`src/include/dlr_pkg.sv`:
```
package dlr_pkg;

  // ****************************************
  // Register offsets
  // ****************************************
  localparam logic [3:0] ADDR_REV    = 4'h0;
  localparam logic [3:0] ADDR_ERR    = 4'h1;
  localparam logic [3:0] ADDR_CTLA   = 4'h2;
  localparam logic [3:0] ADDR_CTLB   = 4'h3;
  localparam logic [3:0] ADDR_KEY    = 4'h7;
  localparam logic [3:0] ADDR_RESREQ = 4'h8;
  localparam logic [3:0] ADDR_CLKSEL = 4'h9;
  localparam logic [3:0] ADDR_SYSCTL = 4'hA;
  localparam logic [3:0] ADDR_SYSST  = 4'hB;
  localparam logic [3:0] ADDR_CRC    = 4'hC;

  // ****************************************
  // Field positions and masks
  // ****************************************
  localparam int CTA_GAPEN     = 7;
  localparam int CTA_PAR       = 5;
  localparam int CTA_TOF       = 4;
  localparam int CTA_RSO       = 3;
  localparam int CTB_NACK      = 4;
  localparam int CTB_CCD       = 3;
  localparam int CTB_DIS       = 2;
  localparam int KEY_UROW      = 5;
  localparam int KEY_NVM       = 4;
  localparam int KEY_ERASE     = 3;
  localparam int SYSCTL_UDONE  = 1;
  localparam int SYSCTL_CLKASK = 0;
  localparam int SYSST_PROG    = 3;
  localparam logic [7:0] CTLA_MASK = 8'hBF;
  localparam logic [7:0] CTLB_MASK = 8'h18;

  // ****************************************
  // Reset values and codes
  // ****************************************
  localparam logic [7:0] CTLA_RST   = 8'h00;
  localparam logic [7:0] CTLB_RST   = 8'h00;
  localparam logic [7:0] RESREQ_RST = 8'h00;
  localparam logic [1:0] CLKSEL_RST = 2'h3;
  localparam logic [1:0] CLKSEL_RSV = 2'h0;
  localparam logic       CLKASK_RST = 1'b1;
  localparam logic [7:0] RST_SIG    = 8'h59;
  localparam logic [7:0] RST_RUN    = 8'h00;
  localparam logic [2:0] ERR_NONE   = 3'h0;
  localparam logic [2:0] ERR_PARITY = 3'h1;
  localparam logic [2:0] ERR_FRAME  = 3'h2;
  localparam logic [2:0] ERR_TOUT   = 3'h3;
  localparam logic [2:0] ERR_CLKREC = 3'h4;
  localparam logic [2:0] ERR_RSV    = 3'h5;
  localparam logic [2:0] ERR_BUS    = 3'h6;
  localparam logic [2:0] ERR_CONT   = 3'h7;
  localparam logic [2:0] GUARD_RSV  = 3'h7;
  localparam logic [7:0] GUARD_MAX  = 8'h80;
  localparam logic [1:0] IB_GAP_BITS = 2'h2;
  localparam int TIMEOUT_CYCLES_DEF = 65536;

  typedef enum logic [1:0] {
    LNK_ON  = 2'b01,
    LNK_OFF = 2'b10
  } dlr_lnk_t;

endpackage

```
`src/include/dlr_tmr_if.sv`:
```
`timescale 1ns/1ps
`default_nettype none
// Turnaround guard and access wait timer hookup
interface dlr_tmr_if;
  logic       guard_start;
  logic [2:0] guard_sel;
  logic       guard_busy;
  logic       wait_start;
  logic       wait_done;
  logic       timeout_off;
  logic       timeout_hit;
  modport ctl (
    output guard_start,
    output guard_sel,
    output wait_start,
    output wait_done,
    output timeout_off,
    input  guard_busy,
    input  timeout_hit
  );
  modport tmr (
    input  guard_start,
    input  guard_sel,
    input  wait_start,
    input  wait_done,
    input  timeout_off,
    output guard_busy,
    output timeout_hit
  );
endinterface
`default_nettype wire

```
`src/dlr_link_timer.sv`:
```
`timescale 1ns/1ps
`default_nettype none
module dlr_link_timer #(
  parameter int TIMEOUT_CYCLES = dlr_pkg::TIMEOUT_CYCLES_DEF
) (
  input  wire logic clk_sys,
  input  wire logic rst,
  dlr_tmr_if.tmr    t
);
  localparam int CW = (TIMEOUT_CYCLES > 2) ? $clog2(TIMEOUT_CYCLES) : 1;
  localparam logic [CW-1:0] TO_LAST = CW'(TIMEOUT_CYCLES - 1);

  // Counter width assumes a sane wait limit
  if (TIMEOUT_CYCLES < 2 || TIMEOUT_CYCLES > 1048576)
  begin : g_chk
    $error("dlr_link_timer: TIMEOUT_CYCLES out of range");
  end

  typedef struct packed {
    logic [7:0]    guard_cnt;
    logic          to_run;
    logic [CW-1:0] to_cnt;
    logic          hit;
  } dlr_tmr_st_t;

  dlr_tmr_st_t s_q;
  dlr_tmr_st_t s_d;

  // ****************************************
  // Next state
  // ****************************************
  always_comb
  begin
    s_d = s_q;
    s_d.hit = 1'b0;
    // Guard length halves with each code step
    if (t.guard_start && t.guard_sel != dlr_pkg::GUARD_RSV)
      s_d.guard_cnt = dlr_pkg::GUARD_MAX >> t.guard_sel;
    else if (s_q.guard_cnt != 8'h00)
      s_d.guard_cnt = s_q.guard_cnt - 8'h01;
    // Response wait: a restart wins over a stale run
    if (t.wait_start)
    begin
      s_d.to_run = 1'b1;
      s_d.to_cnt = '0;
    end
    else if (t.wait_done)
      s_d.to_run = 1'b0;
    else if (s_q.to_run)
    begin
      if (s_q.to_cnt == TO_LAST)
      begin
        s_d.to_run = 1'b0;
        s_d.hit    = ~t.timeout_off;
      end
      else
        s_d.to_cnt = s_q.to_cnt + 1'b1;
    end
  end

  always_ff @(posedge clk_sys or posedge rst)
  begin
    if (rst)
      s_q <= '0;
    else
      s_q <= s_d;
  end

  assign t.guard_busy  = (s_q.guard_cnt != 8'h00);
  assign t.timeout_hit = s_q.hit;

  // ****************************************
  // Checks
  // ****************************************
  chk_guard_short: assert property (
    @(posedge clk_sys) disable iff (rst)
    (t.guard_start && t.guard_sel == 3'h6) |=> t.guard_busy ##1 t.guard_busy ##1 !t.guard_busy)
    else $error("guard time for code 6 is not two cycles");
  chk_timeout_mask: assert property (
    @(posedge clk_sys) disable iff (rst)
    t.timeout_hit |-> !$past(t.timeout_off))
    else $error("time-out flagged while detection is off");
endmodule
`default_nettype wire

```
`src/dlr_link_regs.sv`:
```
`timescale 1ns/1ps
`default_nettype none
module dlr_link_regs #(
  parameter logic [3:0] LINK_REV       = 4'h3,  // Arbitrary value
  parameter int         TIMEOUT_CYCLES = dlr_pkg::TIMEOUT_CYCLES_DEF
) (
  input  wire logic       clk_sys,
  input  wire logic       rst,
  input  wire logic       acc_valid,
  input  wire logic       acc_write,
  input  wire logic [3:0] acc_addr,
  input  wire logic [7:0] acc_wdata,
  output logic      [7:0] acc_rdata,
  output logic            acc_rvalid,
  input  wire logic       err_valid,
  input  wire logic [2:0] err_code,
  input  wire logic       link_wake,
  input  wire logic       key_erase_hit,
  input  wire logic       key_nvm_hit,
  input  wire logic       key_urow_hit,
  input  wire logic [7:0] sys_status,
  input  wire logic [2:0] crc_status,
  input  wire logic       bit_tick,
  input  wire logic       tx_byte_done,
  input  wire logic       tx_multibyte,
  output logic            tx_gap_hold,
  input  wire logic       rx_to_tx,
  output logic            tx_guard_busy,
  input  wire logic       acc_wait_start,
  input  wire logic       acc_resp,
  input  wire logic       ldst_busy,
  input  wire logic       sys_reset_seen,
  output logic            neg_ack_send,
  output logic            sys_reset_req,
  output logic            sys_clock_request,
  output logic            user_row_data_done,
  output logic            user_row_session_end,
  output logic            link_shutdown,
  output logic            phy_enable,
  output logic            parity_check_en,
  output logic            response_sig_en,
  output logic            contention_detect_en,
  output logic      [1:0] link_clock_sel
);

  // ****************************************
  // State
  // ****************************************
  typedef struct packed {
    dlr_pkg::dlr_lnk_t lnk;
    logic [2:0]        err_sig;
    logic [7:0]        ctla;
    logic [7:0]        ctlb;
    logic [7:0]        keys;
    logic [7:0]        resreq;
    logic [1:0]        clksel;
    logic              clkask;
    logic [7:0]        rdata;
    logic              rvalid;
    logic              udone;
    logic              urow_end;
    logic              shutdown;
    logic [1:0]        ib_cnt;
    logic              neg_ack;
    logic              prog_seen;
  } dlr_regs_st_t;

  // Link-local reset image; the system reset request never reaches it
  localparam dlr_regs_st_t REG_RST = '{
    lnk:     dlr_pkg::LNK_ON,
    ctla:    dlr_pkg::CTLA_RST,
    ctlb:    dlr_pkg::CTLB_RST,
    resreq:  dlr_pkg::RESREQ_RST,
    clksel:  dlr_pkg::CLKSEL_RST,
    clkask:  dlr_pkg::CLKASK_RST,
    default: '0
  };

  dlr_regs_st_t s_q;
  dlr_regs_st_t s_d;
  logic [7:0]   rd_val;
  logic         lnk_on;
  logic         acc_rd;
  logic         acc_wr;
  logic         ev_ok;
  logic         prog_rise;
  logic         rst_rise;
  logic         dis_wr;

  dlr_tmr_if tmr ();

  dlr_link_timer #(
    .TIMEOUT_CYCLES (TIMEOUT_CYCLES)
  ) u_tmr (
    .clk_sys (clk_sys),
    .rst     (rst),
    .t       (tmr)
  );

  // ****************************************
  // Decode
  // ****************************************
  // Only the link instruction port decodes here; no core bus exists
  assign lnk_on = (s_q.lnk == dlr_pkg::LNK_ON);
  assign acc_rd = acc_valid & ~acc_write & lnk_on;
  assign acc_wr = acc_valid & acc_write & lnk_on;
  assign dis_wr = acc_wr && acc_addr == dlr_pkg::ADDR_CTLB && acc_wdata[dlr_pkg::CTB_DIS];

  // Error filter: ignored checks raise nothing, code 5 never loads
  assign ev_ok = err_valid && lnk_on
               && err_code != dlr_pkg::ERR_NONE
               && err_code != dlr_pkg::ERR_RSV
               && !(err_code == dlr_pkg::ERR_PARITY && s_q.ctla[dlr_pkg::CTA_PAR])
               && !(err_code == dlr_pkg::ERR_CONT && s_q.ctlb[dlr_pkg::CTB_CCD]);

  assign prog_rise = sys_status[dlr_pkg::SYSST_PROG] & ~s_q.prog_seen;

  // Entry into system reset from the request register
  assign rst_rise = acc_wr && acc_addr == dlr_pkg::ADDR_RESREQ
                 && acc_wdata == dlr_pkg::RST_SIG && s_q.resreq != dlr_pkg::RST_SIG;

  // ****************************************
  // Timer hookup
  // ****************************************
  assign tmr.guard_start = rx_to_tx & lnk_on;
  assign tmr.guard_sel   = s_q.ctla[2:0];
  assign tmr.wait_start  = acc_wait_start & lnk_on;
  assign tmr.wait_done   = acc_resp | ~lnk_on;
  assign tmr.timeout_off = s_q.ctla[dlr_pkg::CTA_TOF];

  // ****************************************
  // Read mux
  // ****************************************
  always_comb
  begin
    rd_val = 8'h00;
    case (acc_addr)
      dlr_pkg::ADDR_REV:    rd_val = {LINK_REV, 4'h0};
      dlr_pkg::ADDR_ERR:    rd_val = {5'h00, s_q.err_sig};
      dlr_pkg::ADDR_CTLA:   rd_val = s_q.ctla;
      dlr_pkg::ADDR_CTLB:   rd_val = s_q.ctlb;
      dlr_pkg::ADDR_KEY:    rd_val = s_q.keys;
      dlr_pkg::ADDR_RESREQ: rd_val = s_q.resreq;
      dlr_pkg::ADDR_CLKSEL: rd_val = {6'h00, s_q.clksel};
      dlr_pkg::ADDR_SYSCTL: rd_val = {7'h00, s_q.clkask};
      dlr_pkg::ADDR_SYSST:  rd_val = sys_status;
      dlr_pkg::ADDR_CRC:    rd_val = {5'h00, crc_status};
      default:              rd_val = 8'h00;
    endcase
  end

  // ****************************************
  // Next state
  // ****************************************
  always_comb
  begin
    s_d = s_q;
    s_d.rvalid    = 1'b0;
    s_d.udone     = 1'b0;
    s_d.urow_end  = 1'b0;
    s_d.shutdown  = 1'b0;
    s_d.neg_ack   = 1'b0;
    s_d.prog_seen = sys_status[dlr_pkg::SYSST_PROG];
    unique case (s_q.lnk)
      dlr_pkg::LNK_ON:
      begin
        // Read answer, with clear-on-read of the error signature
        if (acc_rd)
        begin
          s_d.rdata  = rd_val;
          s_d.rvalid = 1'b1;
          if (acc_addr == dlr_pkg::ADDR_ERR)
            s_d.err_sig = dlr_pkg::ERR_NONE;
        end
        // Writes; reserved offsets fall through untouched
        if (acc_wr)
        begin
          case (acc_addr)
            dlr_pkg::ADDR_CTLA:
            begin
              s_d.ctla = acc_wdata & dlr_pkg::CTLA_MASK;
              // Reserved guard code keeps the old guard time
              if (acc_wdata[2:0] == dlr_pkg::GUARD_RSV)
                s_d.ctla[2:0] = s_q.ctla[2:0];
            end
            dlr_pkg::ADDR_CTLB:
              s_d.ctlb = acc_wdata & dlr_pkg::CTLB_MASK;
            dlr_pkg::ADDR_KEY:
              if (acc_wdata[dlr_pkg::KEY_UROW])
              begin
                s_d.keys[dlr_pkg::KEY_UROW] = 1'b0;
                s_d.urow_end = 1'b1;
              end
            dlr_pkg::ADDR_RESREQ:
            begin
              s_d.resreq = acc_wdata;
              if (acc_wdata == dlr_pkg::RST_SIG)
                s_d.keys[dlr_pkg::KEY_ERASE] = 1'b0;
            end
            dlr_pkg::ADDR_CLKSEL:
              if (acc_wdata[1:0] != dlr_pkg::CLKSEL_RSV)
                s_d.clksel = acc_wdata[1:0];
            dlr_pkg::ADDR_SYSCTL:
            begin
              s_d.clkask = acc_wdata[dlr_pkg::SYSCTL_CLKASK];
              // Done strobe only counts inside a user-row session
              if (acc_wdata[dlr_pkg::SYSCTL_UDONE] && s_q.keys[dlr_pkg::KEY_UROW])
                s_d.udone = 1'b1;
            end
            default:
            begin
            end
          endcase
        end
        // NVM key retires once programming may start
        if (prog_rise)
          s_d.keys[dlr_pkg::KEY_NVM] = 1'b0;
        // Key decodes after the clears, so a coincident set wins
        if (key_erase_hit)
          s_d.keys[dlr_pkg::KEY_ERASE] = 1'b1;
        if (key_nvm_hit)
          s_d.keys[dlr_pkg::KEY_NVM] = 1'b1;
        if (key_urow_hit)
          s_d.keys[dlr_pkg::KEY_UROW] = 1'b1;
        // Errors load after the read clear; an event code overwrites a coincident time-out
        if (tmr.timeout_hit)
          s_d.err_sig = dlr_pkg::ERR_TOUT;
        if (ev_ok)
          s_d.err_sig = err_code;
        // NACK on system reset during a load or store
        if ((rst_rise || sys_reset_seen) && ldst_busy && !s_q.ctlb[dlr_pkg::CTB_NACK])
          s_d.neg_ack = 1'b1;
        // Inter-byte gap counted in idle bit times
        if (s_q.ib_cnt != 2'h0 && bit_tick)
          s_d.ib_cnt = s_q.ib_cnt - 2'h1;
        if (tx_byte_done && tx_multibyte && s_q.ctla[dlr_pkg::CTA_GAPEN])
          s_d.ib_cnt = dlr_pkg::IB_GAP_BITS;
        // Disable overrides everything: settings and keys go back to reset, except the clock request, which drops
        if (dis_wr)
        begin
          s_d          = REG_RST;
          s_d.lnk      = dlr_pkg::LNK_OFF;
          s_d.clkask   = 1'b0;
          s_d.shutdown = 1'b1;
        end
      end
      dlr_pkg::LNK_OFF:
        // Re-enable brings the clock request back up
        if (link_wake)
          s_d = REG_RST;
    endcase
  end

  always_ff @(posedge clk_sys or posedge rst)
  begin
    if (rst)
      s_q <= REG_RST;
    else
      s_q <= s_d;
  end

  // ****************************************
  // Outputs
  // ****************************************
  assign acc_rdata            = s_q.rdata;
  assign acc_rvalid           = s_q.rvalid;
  assign tx_gap_hold          = (s_q.ib_cnt != 2'h0);
  assign tx_guard_busy        = tmr.guard_busy;
  assign neg_ack_send         = s_q.neg_ack;
  // Reserved request codes leave the system running
  assign sys_reset_req        = (s_q.resreq == dlr_pkg::RST_SIG);
  assign sys_clock_request    = s_q.clkask;
  assign user_row_data_done   = s_q.udone;
  assign user_row_session_end = s_q.urow_end;
  assign link_shutdown        = s_q.shutdown;
  assign phy_enable           = lnk_on;
  assign parity_check_en      = ~s_q.ctla[dlr_pkg::CTA_PAR];
  assign response_sig_en      = ~s_q.ctla[dlr_pkg::CTA_RSO];
  assign contention_detect_en = lnk_on & ~s_q.ctlb[dlr_pkg::CTB_CCD];
  assign link_clock_sel       = s_q.clksel;

  // ****************************************
  // Checks
  // ****************************************
  chk_wake_sys_clock_request: assert property (
    @(posedge clk_sys) disable iff (rst)
    (!lnk_on && link_wake) |=> (sys_clock_request && phy_enable))
    else $error("clock request not raised on link enable");
  chk_rev_read: assert property (
    @(posedge clk_sys) disable iff (rst)
    (acc_rd && acc_addr == dlr_pkg::ADDR_REV) |=> (acc_rvalid && acc_rdata == {LINK_REV, 4'h0}))
    else $error("revision read returned wrong value");
  chk_err_rdclr: assert property (
    @(posedge clk_sys) disable iff (rst)
    (acc_rd && acc_addr == dlr_pkg::ADDR_ERR && !ev_ok && !tmr.timeout_hit && !dis_wr)
      |=> s_q.err_sig == dlr_pkg::ERR_NONE)
    else $error("error signature not cleared by read");
  chk_parity_drop: assert property (
    @(posedge clk_sys) disable iff (rst)
    (err_valid && err_code == dlr_pkg::ERR_PARITY && parity_check_en == 1'b0
      && !acc_valid && !tmr.timeout_hit) |=> $stable(s_q.err_sig))
    else $error("parity error loaded while parity ignored");
  chk_gap_len: assert property (
    @(posedge clk_sys) disable iff (rst)
    (lnk_on && tx_byte_done && tx_multibyte && s_q.ctla[dlr_pkg::CTA_GAPEN] && !dis_wr)
      |=> (tx_gap_hold && s_q.ib_cnt == dlr_pkg::IB_GAP_BITS))
    else $error("inter-byte gap not started");
  chk_rst_req: assert property (
    @(posedge clk_sys) disable iff (rst)
    (acc_wr && acc_addr == dlr_pkg::ADDR_RESREQ) |=>
      (sys_reset_req == ($past(acc_wdata) == dlr_pkg::RST_SIG)))
    else $error("system reset request does not follow written value");
  chk_erase_clr: assert property (
    @(posedge clk_sys) disable iff (rst)
    (acc_wr && acc_addr == dlr_pkg::ADDR_RESREQ && acc_wdata == dlr_pkg::RST_SIG
      && !key_erase_hit) |=> !s_q.keys[dlr_pkg::KEY_ERASE])
    else $error("erase key not cleared by reset request");
  chk_disable_off: assert property (
    @(posedge clk_sys) disable iff (rst)
    dis_wr |=> (!sys_clock_request && !phy_enable && link_shutdown && !sys_reset_req
      && s_q.keys == 8'h00) ##1 !link_shutdown)
    else $error("link disable did not shut down and clear");
  chk_nack_gate: assert property (
    @(posedge clk_sys) disable iff (rst)
    neg_ack_send |-> ($past(ldst_busy) && !$past(s_q.ctlb[dlr_pkg::CTB_NACK])))
    else $error("negative acknowledge sent while suppressed");
endmodule
`default_nettype wire

```
`config.mk`:
```
export PLATFORM = sky130hd
export DESIGN_NAME = dlr_link_regs
export DESIGN_NICKNAME = d
export VERILOG_FILES = /design/src/include/dlr_pkg.sv /design/src/include/dlr_tmr_if.sv /design/src/dlr_link_timer.sv /design/src/dlr_link_regs.sv
export SDC_FILE = /design/constraint.sdc
export NUM_CORES = 1
export LEC_CHECK = 0
export BUFFER_PORTS_ARGS = -buffer_cell sky130_fd_sc_hd__buf_2
export CAP_MARGIN = 20
export CORE_ASPECT_RATIO = 2
export CORE_MARGIN = 1
export CORE_UTILIZATION = 47
export DETAILED_ROUTE_END_ITERATION = 7
export GPL_ROUTABILITY_DRIVEN = 0
export MAX_ROUTING_LAYER = met4
export PLACE_DENSITY_LB_ADDON = 0.15
export SETUP_SLACK_MARGIN = 0.5
export SLEW_MARGIN = 10
export SYNTH_ARGS = -nofsm -noshare
export SYNTH_HDL_FRONTEND = slang
export SYNTH_SLANG_ARGS = --single-unit
export TNS_END_PERCENT = 1
```
`constraint.sdc`:
```
create_clock -name clk_sys -period 2.1 [get_ports clk_sys]
set_clock_uncertainty 0.1 [all_clocks]
set_input_delay 0.315 -clock clk_sys [delete_from_list [all_inputs] [get_ports clk_sys]]
set_output_delay 0.315 -clock clk_sys [all_outputs]
set_load 0.02 [all_outputs]
```
==> results of run 1 <==
-- cell type report --
class	count	area (sq um)
Clock buffer	13	250
Clock inverter	3	67.6
Fill cell	724	3210
Inverter	29	115
Multi-Input combinational cell	298	2150
Sequential cell	70	1760
Tap cell	98	123
Timing Repair Buffer	108	679
-- layer usage --
| layer | part of all wire, % | wire (um) |
|---|---|---|
| met1 | 34 | 4210 |
| met2 | 56 | 6800 |
| met4 | 5.6 | 681 |
| met5 | 0 | 0 |
| met3 | 4.2 | 513 |
-- sequential cells by signal (all words and copies together) (netlist names), 2 cells and up --
register        cells
acc_rdata           8
link_clock_sel      2
s_q                28
u_tmr.s_q          25
-- logic make-up (layout without fill, tap and decap cells) --
family	count (synthesis)	in the layout	synth area share, %
compound gates	126	127	21.9
xor+xnor	5	5	1.08
buf+inv	56	153	6.67
mux	20	20	5.44
fa+ha+maj	3	3	0.923
flops	70	70	43.2
simple gates	143	143	20.8
-- per-stage QoR --
step | util (%) | cells
2_1_floorplan | - | 423
3_3_place_gp | 55.3 | 592
3_5_place_dp | 55.3 | 592
4_1_cts | 60.6 | 615
5_1_grt | 61.6 | 619
6_report | 61.6 | 619
-- power breakdown --
group	total, mW	switching, mW	internal (mW)	leakage (nW)
clock network	1.64	0.572	1.07	0.150
logic	0.322	0.185	0.137	1.31
registers	1.43	0.0337	1.39	0.886
-- what timing repair did --
action | in CTS | in global routing
setup endpoints to repair | 68 | 68
setup buffers | 6 | 3
hold buffers | 1 | 0
resized for setup | 19 | 14
cloned | 0 | 1
hold endpoints to repair | 15 | 0
pin swaps | 4 | 6
-- cell usage in the layout (no fill, tap or decap), drive strengths merged, types with 3 or more instances in the layout --
master,count
o22ai,4
a22o,15
a22oi,7
or3,6
nor4,3
nor2b,11
dfrtp,66
mux2,17
nand2b,8
nand4,6
inv,28
a21oi,19
ha,3
o31ai,9
nor4b,4
a31oi,7
o2bb2ai,4
clkbuf,14
and2,9
dfstp,4
o21ai,30
nand3,14
nand2,32
nor2,24
nor3,9
buf,106
a21boi,4
and3,5
xor2,3
mux2i,3
a221oi,3
a32o,4
o32ai,3
o211ai,5
-- final timing paths --
check / start / to / slack [ns] / cells past startpoint
max: u_tmr.s_q[2] / u_tmr.s_q[9] / 0.10 / 6
min: link_wake / s_q[55] / 0.11 / 2
max reg2reg: u_tmr.s_q[2] / u_tmr.s_q[9] / 0.10 / 6
min reg2reg: acc_rdata[7] / acc_rdata[7] / 0.39 / 1
max in group asynchronous: rst / link_clock_sel[0] / 0.85 / 4
min in group asynchronous: rst / user_row_session_end / 0.41 / 3
==> impl_metrics.ini, run 1 <==
[layout]
final_layout_size_suffix_gt1_share_pct = 34.0
diodes = 0
nets = 562
area_growth_pct = 26.5
fin_area_sq_um = 5140

[cts]
cts_buffer_depth = 2
clkSinkCount = 70
clkTransAtPathRegs_ns = 0.06
clock_latency_ns = 0.34
cts_tree = yes
cts_root_buf = clkbuf_16
htree_levels = 3
cts_buffers = 9

[detailed_routing]
post-route-drc-count = 0
wire_per_inst_um = 19.7
dr.first_iter.drc_count = 235
first_pass_iters = 5
ant_nets = 0
vias = 3722
avgViaCountPerCell = 6.01
routed_wl_um = 12200

[run]
drv_cap = 0

[floorplanning]
row_count = 47
dieArea_sq_um = 9050
pin_count = 66
fp.coreArea_sq_um = 8350
initial_core_util_pct = 48.7
die_x_um = 67.8
die_y_um = 134

[global_routing]
grt_util_met2_pct = 51.9
met1_usage_pct = 28.5
use_met3_pct = 5.74
grt_max_degree = 39
grt_pass1_wl_um = 19000
gr-total-overflow = 0
grt_use_total_pct = 29.6
grt_pass1_vias = 3799
antenna_found_initial = 0
grt.busiest_layer = met2

[synthesis]
yosys_most_used_dff = dfrtp_1
yosys_register_bits = 70
synth.area.top_cells = dfrtp_1 (41%), mux2_2 (4.7%), o21ai_0 (3.4%), a22o_1 (3.2%), nand2_1 (2.8%)
synth-async-reset-ratio_pct = 100
ys.warnings.count = 0
synth_edf_count = 0
syn-cell-area_sq_um = 4070
synth_fp_nets = 469
synth_commonest_cells = dfrtp_1 (66), nand2_1 (30), inv_1 (29), o21ai_0 (28), nor2_1 (23)
yosysMostFrequentCell = dfrtp_1
yosysSeqAreaShare_pct = 43.2
synth_top_area_cell = dfrtp_1
yosysTopAreaCellShare_pct = 40.6
synth.distinct_cells = 70
syn_avg_cell_area_sq_um = 9.62
postSynthCellCount = 423

[power_and_ir_drop]
p_leak_nw = 2.35
total_power_mw = 3.39
max-vdd-ir-drop_mv = 0.533
p_per_area_nw_per_um2 = 659

[worst_setup_path]
slowest_stage = o41a_4
cp.buffers_inverters = 1
crit_type = register to register
cp_top_family = compound AO/OA/AOI/OAI gates
crit_arrival_ns = 2.13
critPathLaunchType = register
end_kind = register
slowest_delay_ns = 0.51
critPathMaxFanout = 7
path_cells = ha_4 > nand4_4 > nor4_4 > buf_6 > o41a_4 > a221o_1
worst_ep_required_time_ns = 2.23

[placement]
place_ws_ns = -0.0490
dpl-instance-area_sq_um = 4620
io_buffer_count = 65
place_hpwl_um = 9190

[sta]
worst_pin_slew_ns = 0.721
hold_viol = 0
relSlewSlack_pct = 51.2
tns_ns = 0
drv_slew = 0
max_freq_mhz = 501
setup_viol = 0
rsz0062_at_grt = true
post-route-min-period_ns = 2.00
fin_ws_ns = 0.105
whs_ns = 0.111
finalCritPeriodShare_pct = 95.0

[min_path]
hold_path.class = primary input to register

[outcome]
outcome = finished clean
(Power assumes the default switching activity.)
==> run 2, diff against run 1 <==
PLACE_DENSITY = 0.82   (was not set)
PLACE_DENSITY_LB_ADDON = not set   (was 0.15)
==> run 2 against run 1 <==
Power is 0.17% higher; core utilization hardly changed; maximum frequency is 2.1% lower; die area stayed put; sequential cell count stayed put; non-clock buffer count is 1 lower; worst setup slack worse by 0.043 ns.
==> impl_metrics.ini, run 2 (synthesized netlist as in run 1, its figures left out) <==
[global_routing]
grt_pass1_wl_um = 17700
grt_max_degree = 40
gr-total-overflow = 0
antenna_found_initial = 0
grt_pass1_vias = 3620
grt_use_total_pct = 27.4

[floorplanning]
initial_core_util_pct = 48.7
die_x_um = 67.8
fp.coreArea_sq_um = 8350
row_count = 47
dieArea_sq_um = 9050
pin_count = 66
die_y_um = 134

[detailed_routing]
vias = 3837
avgViaCountPerCell = 6.22
routed_wl_um = 11700
first_pass_iters = 6
wire_per_inst_um = 19.0
post-route-drc-count = 0
dr.first_iter.drc_count = 395
ant_nets = 0

[placement]
io_buffer_count = 65
place_hpwl_um = 8540
dpl-instance-area_sq_um = 4590

[worst_setup_path]
critical_path.endpoint = u_tmr.s_q[15]
crit_type = register to register
critPathLaunchType = register
reg2reg_depth = 8
setup.worst_path.start = u_tmr.s_q[2]
regToRegEndpoint = u_tmr.s_q[15]
timing.rr.start = u_tmr.s_q[2]
rrSetupSlack_ns = 0.06
end_kind = register
worst_ep_required_time_ns = 2.22
critPathMaxFanout = 8
crit_arrival_ns = 2.15

[cts]
cts_buffer_depth = 2
clkTransAtPathRegs_ns = 0.06
htree_levels = 3
cts_buffers = 9
cts_tree = yes
cts_root_buf = clkbuf_16
clkSinkCount = 70
clock_latency_ns = 0.34

[power_and_ir_drop]
total_power_mw = 3.40
p_per_area_nw_per_um2 = 661
p_leak_nw = 2.34
max-vdd-ir-drop_mv = 0.681

[layout]
mostFrequentLayoutCells = dfrtp_1 (65), buf_2 (64), buf_4 (37)
fill_cells = 657
largest_reg_flops = 28
nets = 560
area_growth_pct = 26.4
final_layout_size_suffix_gt1_share_pct = 35.5
final_common_cell = dfrtp_1
top_register = s_q
diodes = 0
fin_area_sq_um = 5140

[outcome]
outcome = finished clean

[sta]
max_freq_mhz = 491
hold_viol = 0
rsz0062_at_grt = true
worst_pin_slew_ns = 0.614
relSlewSlack_pct = 58.8
setup_viol = 0
finalCritPeriodShare_pct = 97.1
drv_slew = 0
post-route-min-period_ns = 2.04

[min_path]
hold_path.class = primary input to register
hold_path_depth = 2

[run]
drv_cap = 0
-- run 2: changes by cell type in the layout (fill, tap and decap cells not counted), sizes merged --
cell / before / now
clkbuf: 14 / 10
inv: 28 / 30
o41a: 2 / 1
clkinv: 0 / 1
-- run 2: how the worst min path moves through the flow --
stage,startpoint,to
floorplan,link_wake,s_q[55]
global placement,rst,s_q[3]
detailed placement,rst,s_q[3]
CTS,link_wake,s_q[55]
global route,ldst_busy,neg_ack_send
finish,link_wake,s_q[55]
-- run 2: power breakdown --
group | internal (mW) | switching, mW | total (mW) | leakage [nW]
clock | 1.05 | 0.600 | 1.65 | 0.154
sequential | 1.39 | 0.0348 | 1.43 | 0.884
combinational | 0.136 | 0.187 | 0.322 | 1.31
-- run 2: final cells by class --
class | count | area, sq um | share of cell area, %
multi-input combinational | 297 | 2140 | 41.7
inverter | 29 | 113 | 2.19
clock inverter | 6 | 93.8 | 1.82
tap | 98 | 123 | 2.38
sequential | 70 | 1760 | 34.2
timing repair buffer | 107 | 682 | 13.3
clock buffer | 10 | 229 | 4.45
-- run 2: stage by stage --
stage               hold WS, ns  std cells  TNS [ns]  util [%]  worst slack, ns
floorplan                 0.302        423         0         -            0.132
finish                    0.114        617         0      61.6           0.0616
detailed placement        0.243        588   -0.0126      54.9          -0.0126
CTS                       0.108        609         0      60.3            0.150
global route              0.129        617         0      61.6           0.0193
global placement          0.232        588         0      54.9            0.101
-- run 2: critical path, cell delays in order (launching register included) --
cell and delay [ns]:
dfrtp_2 0.44, ha_4 0.19, nand4_4 0.11, nor4_4 0.06
buf_6 0.14, o41a_4 0.52, buf_6 0.16, o21ai_2 0.12
o31ai_2 0.07
-- run 2: per-layer routing --
| metal | vias to the layer above | global-route usage (%) | share of wire [%] |
|---|---|---|---|
| met4 | 0 | 16.8 | 6.1 |
| met2 | 197 | 45.5 | 53 |
| met3 | 55 | 5.74 | 5.4 |
| li1 | 1734 | - | - |
| met5 | - | - | 0 |
| met1 | 1851 | 28.3 | 36 |
-- run 2: timing repair --
item                       4_1_cts  5_1_grt
hold buffers                     1        0
setup buffers                    4        8
setup endpoints to repair       68       67
pin swaps                        5        5
gates resized for setup         21       13
hold endpoints to repair        16        0
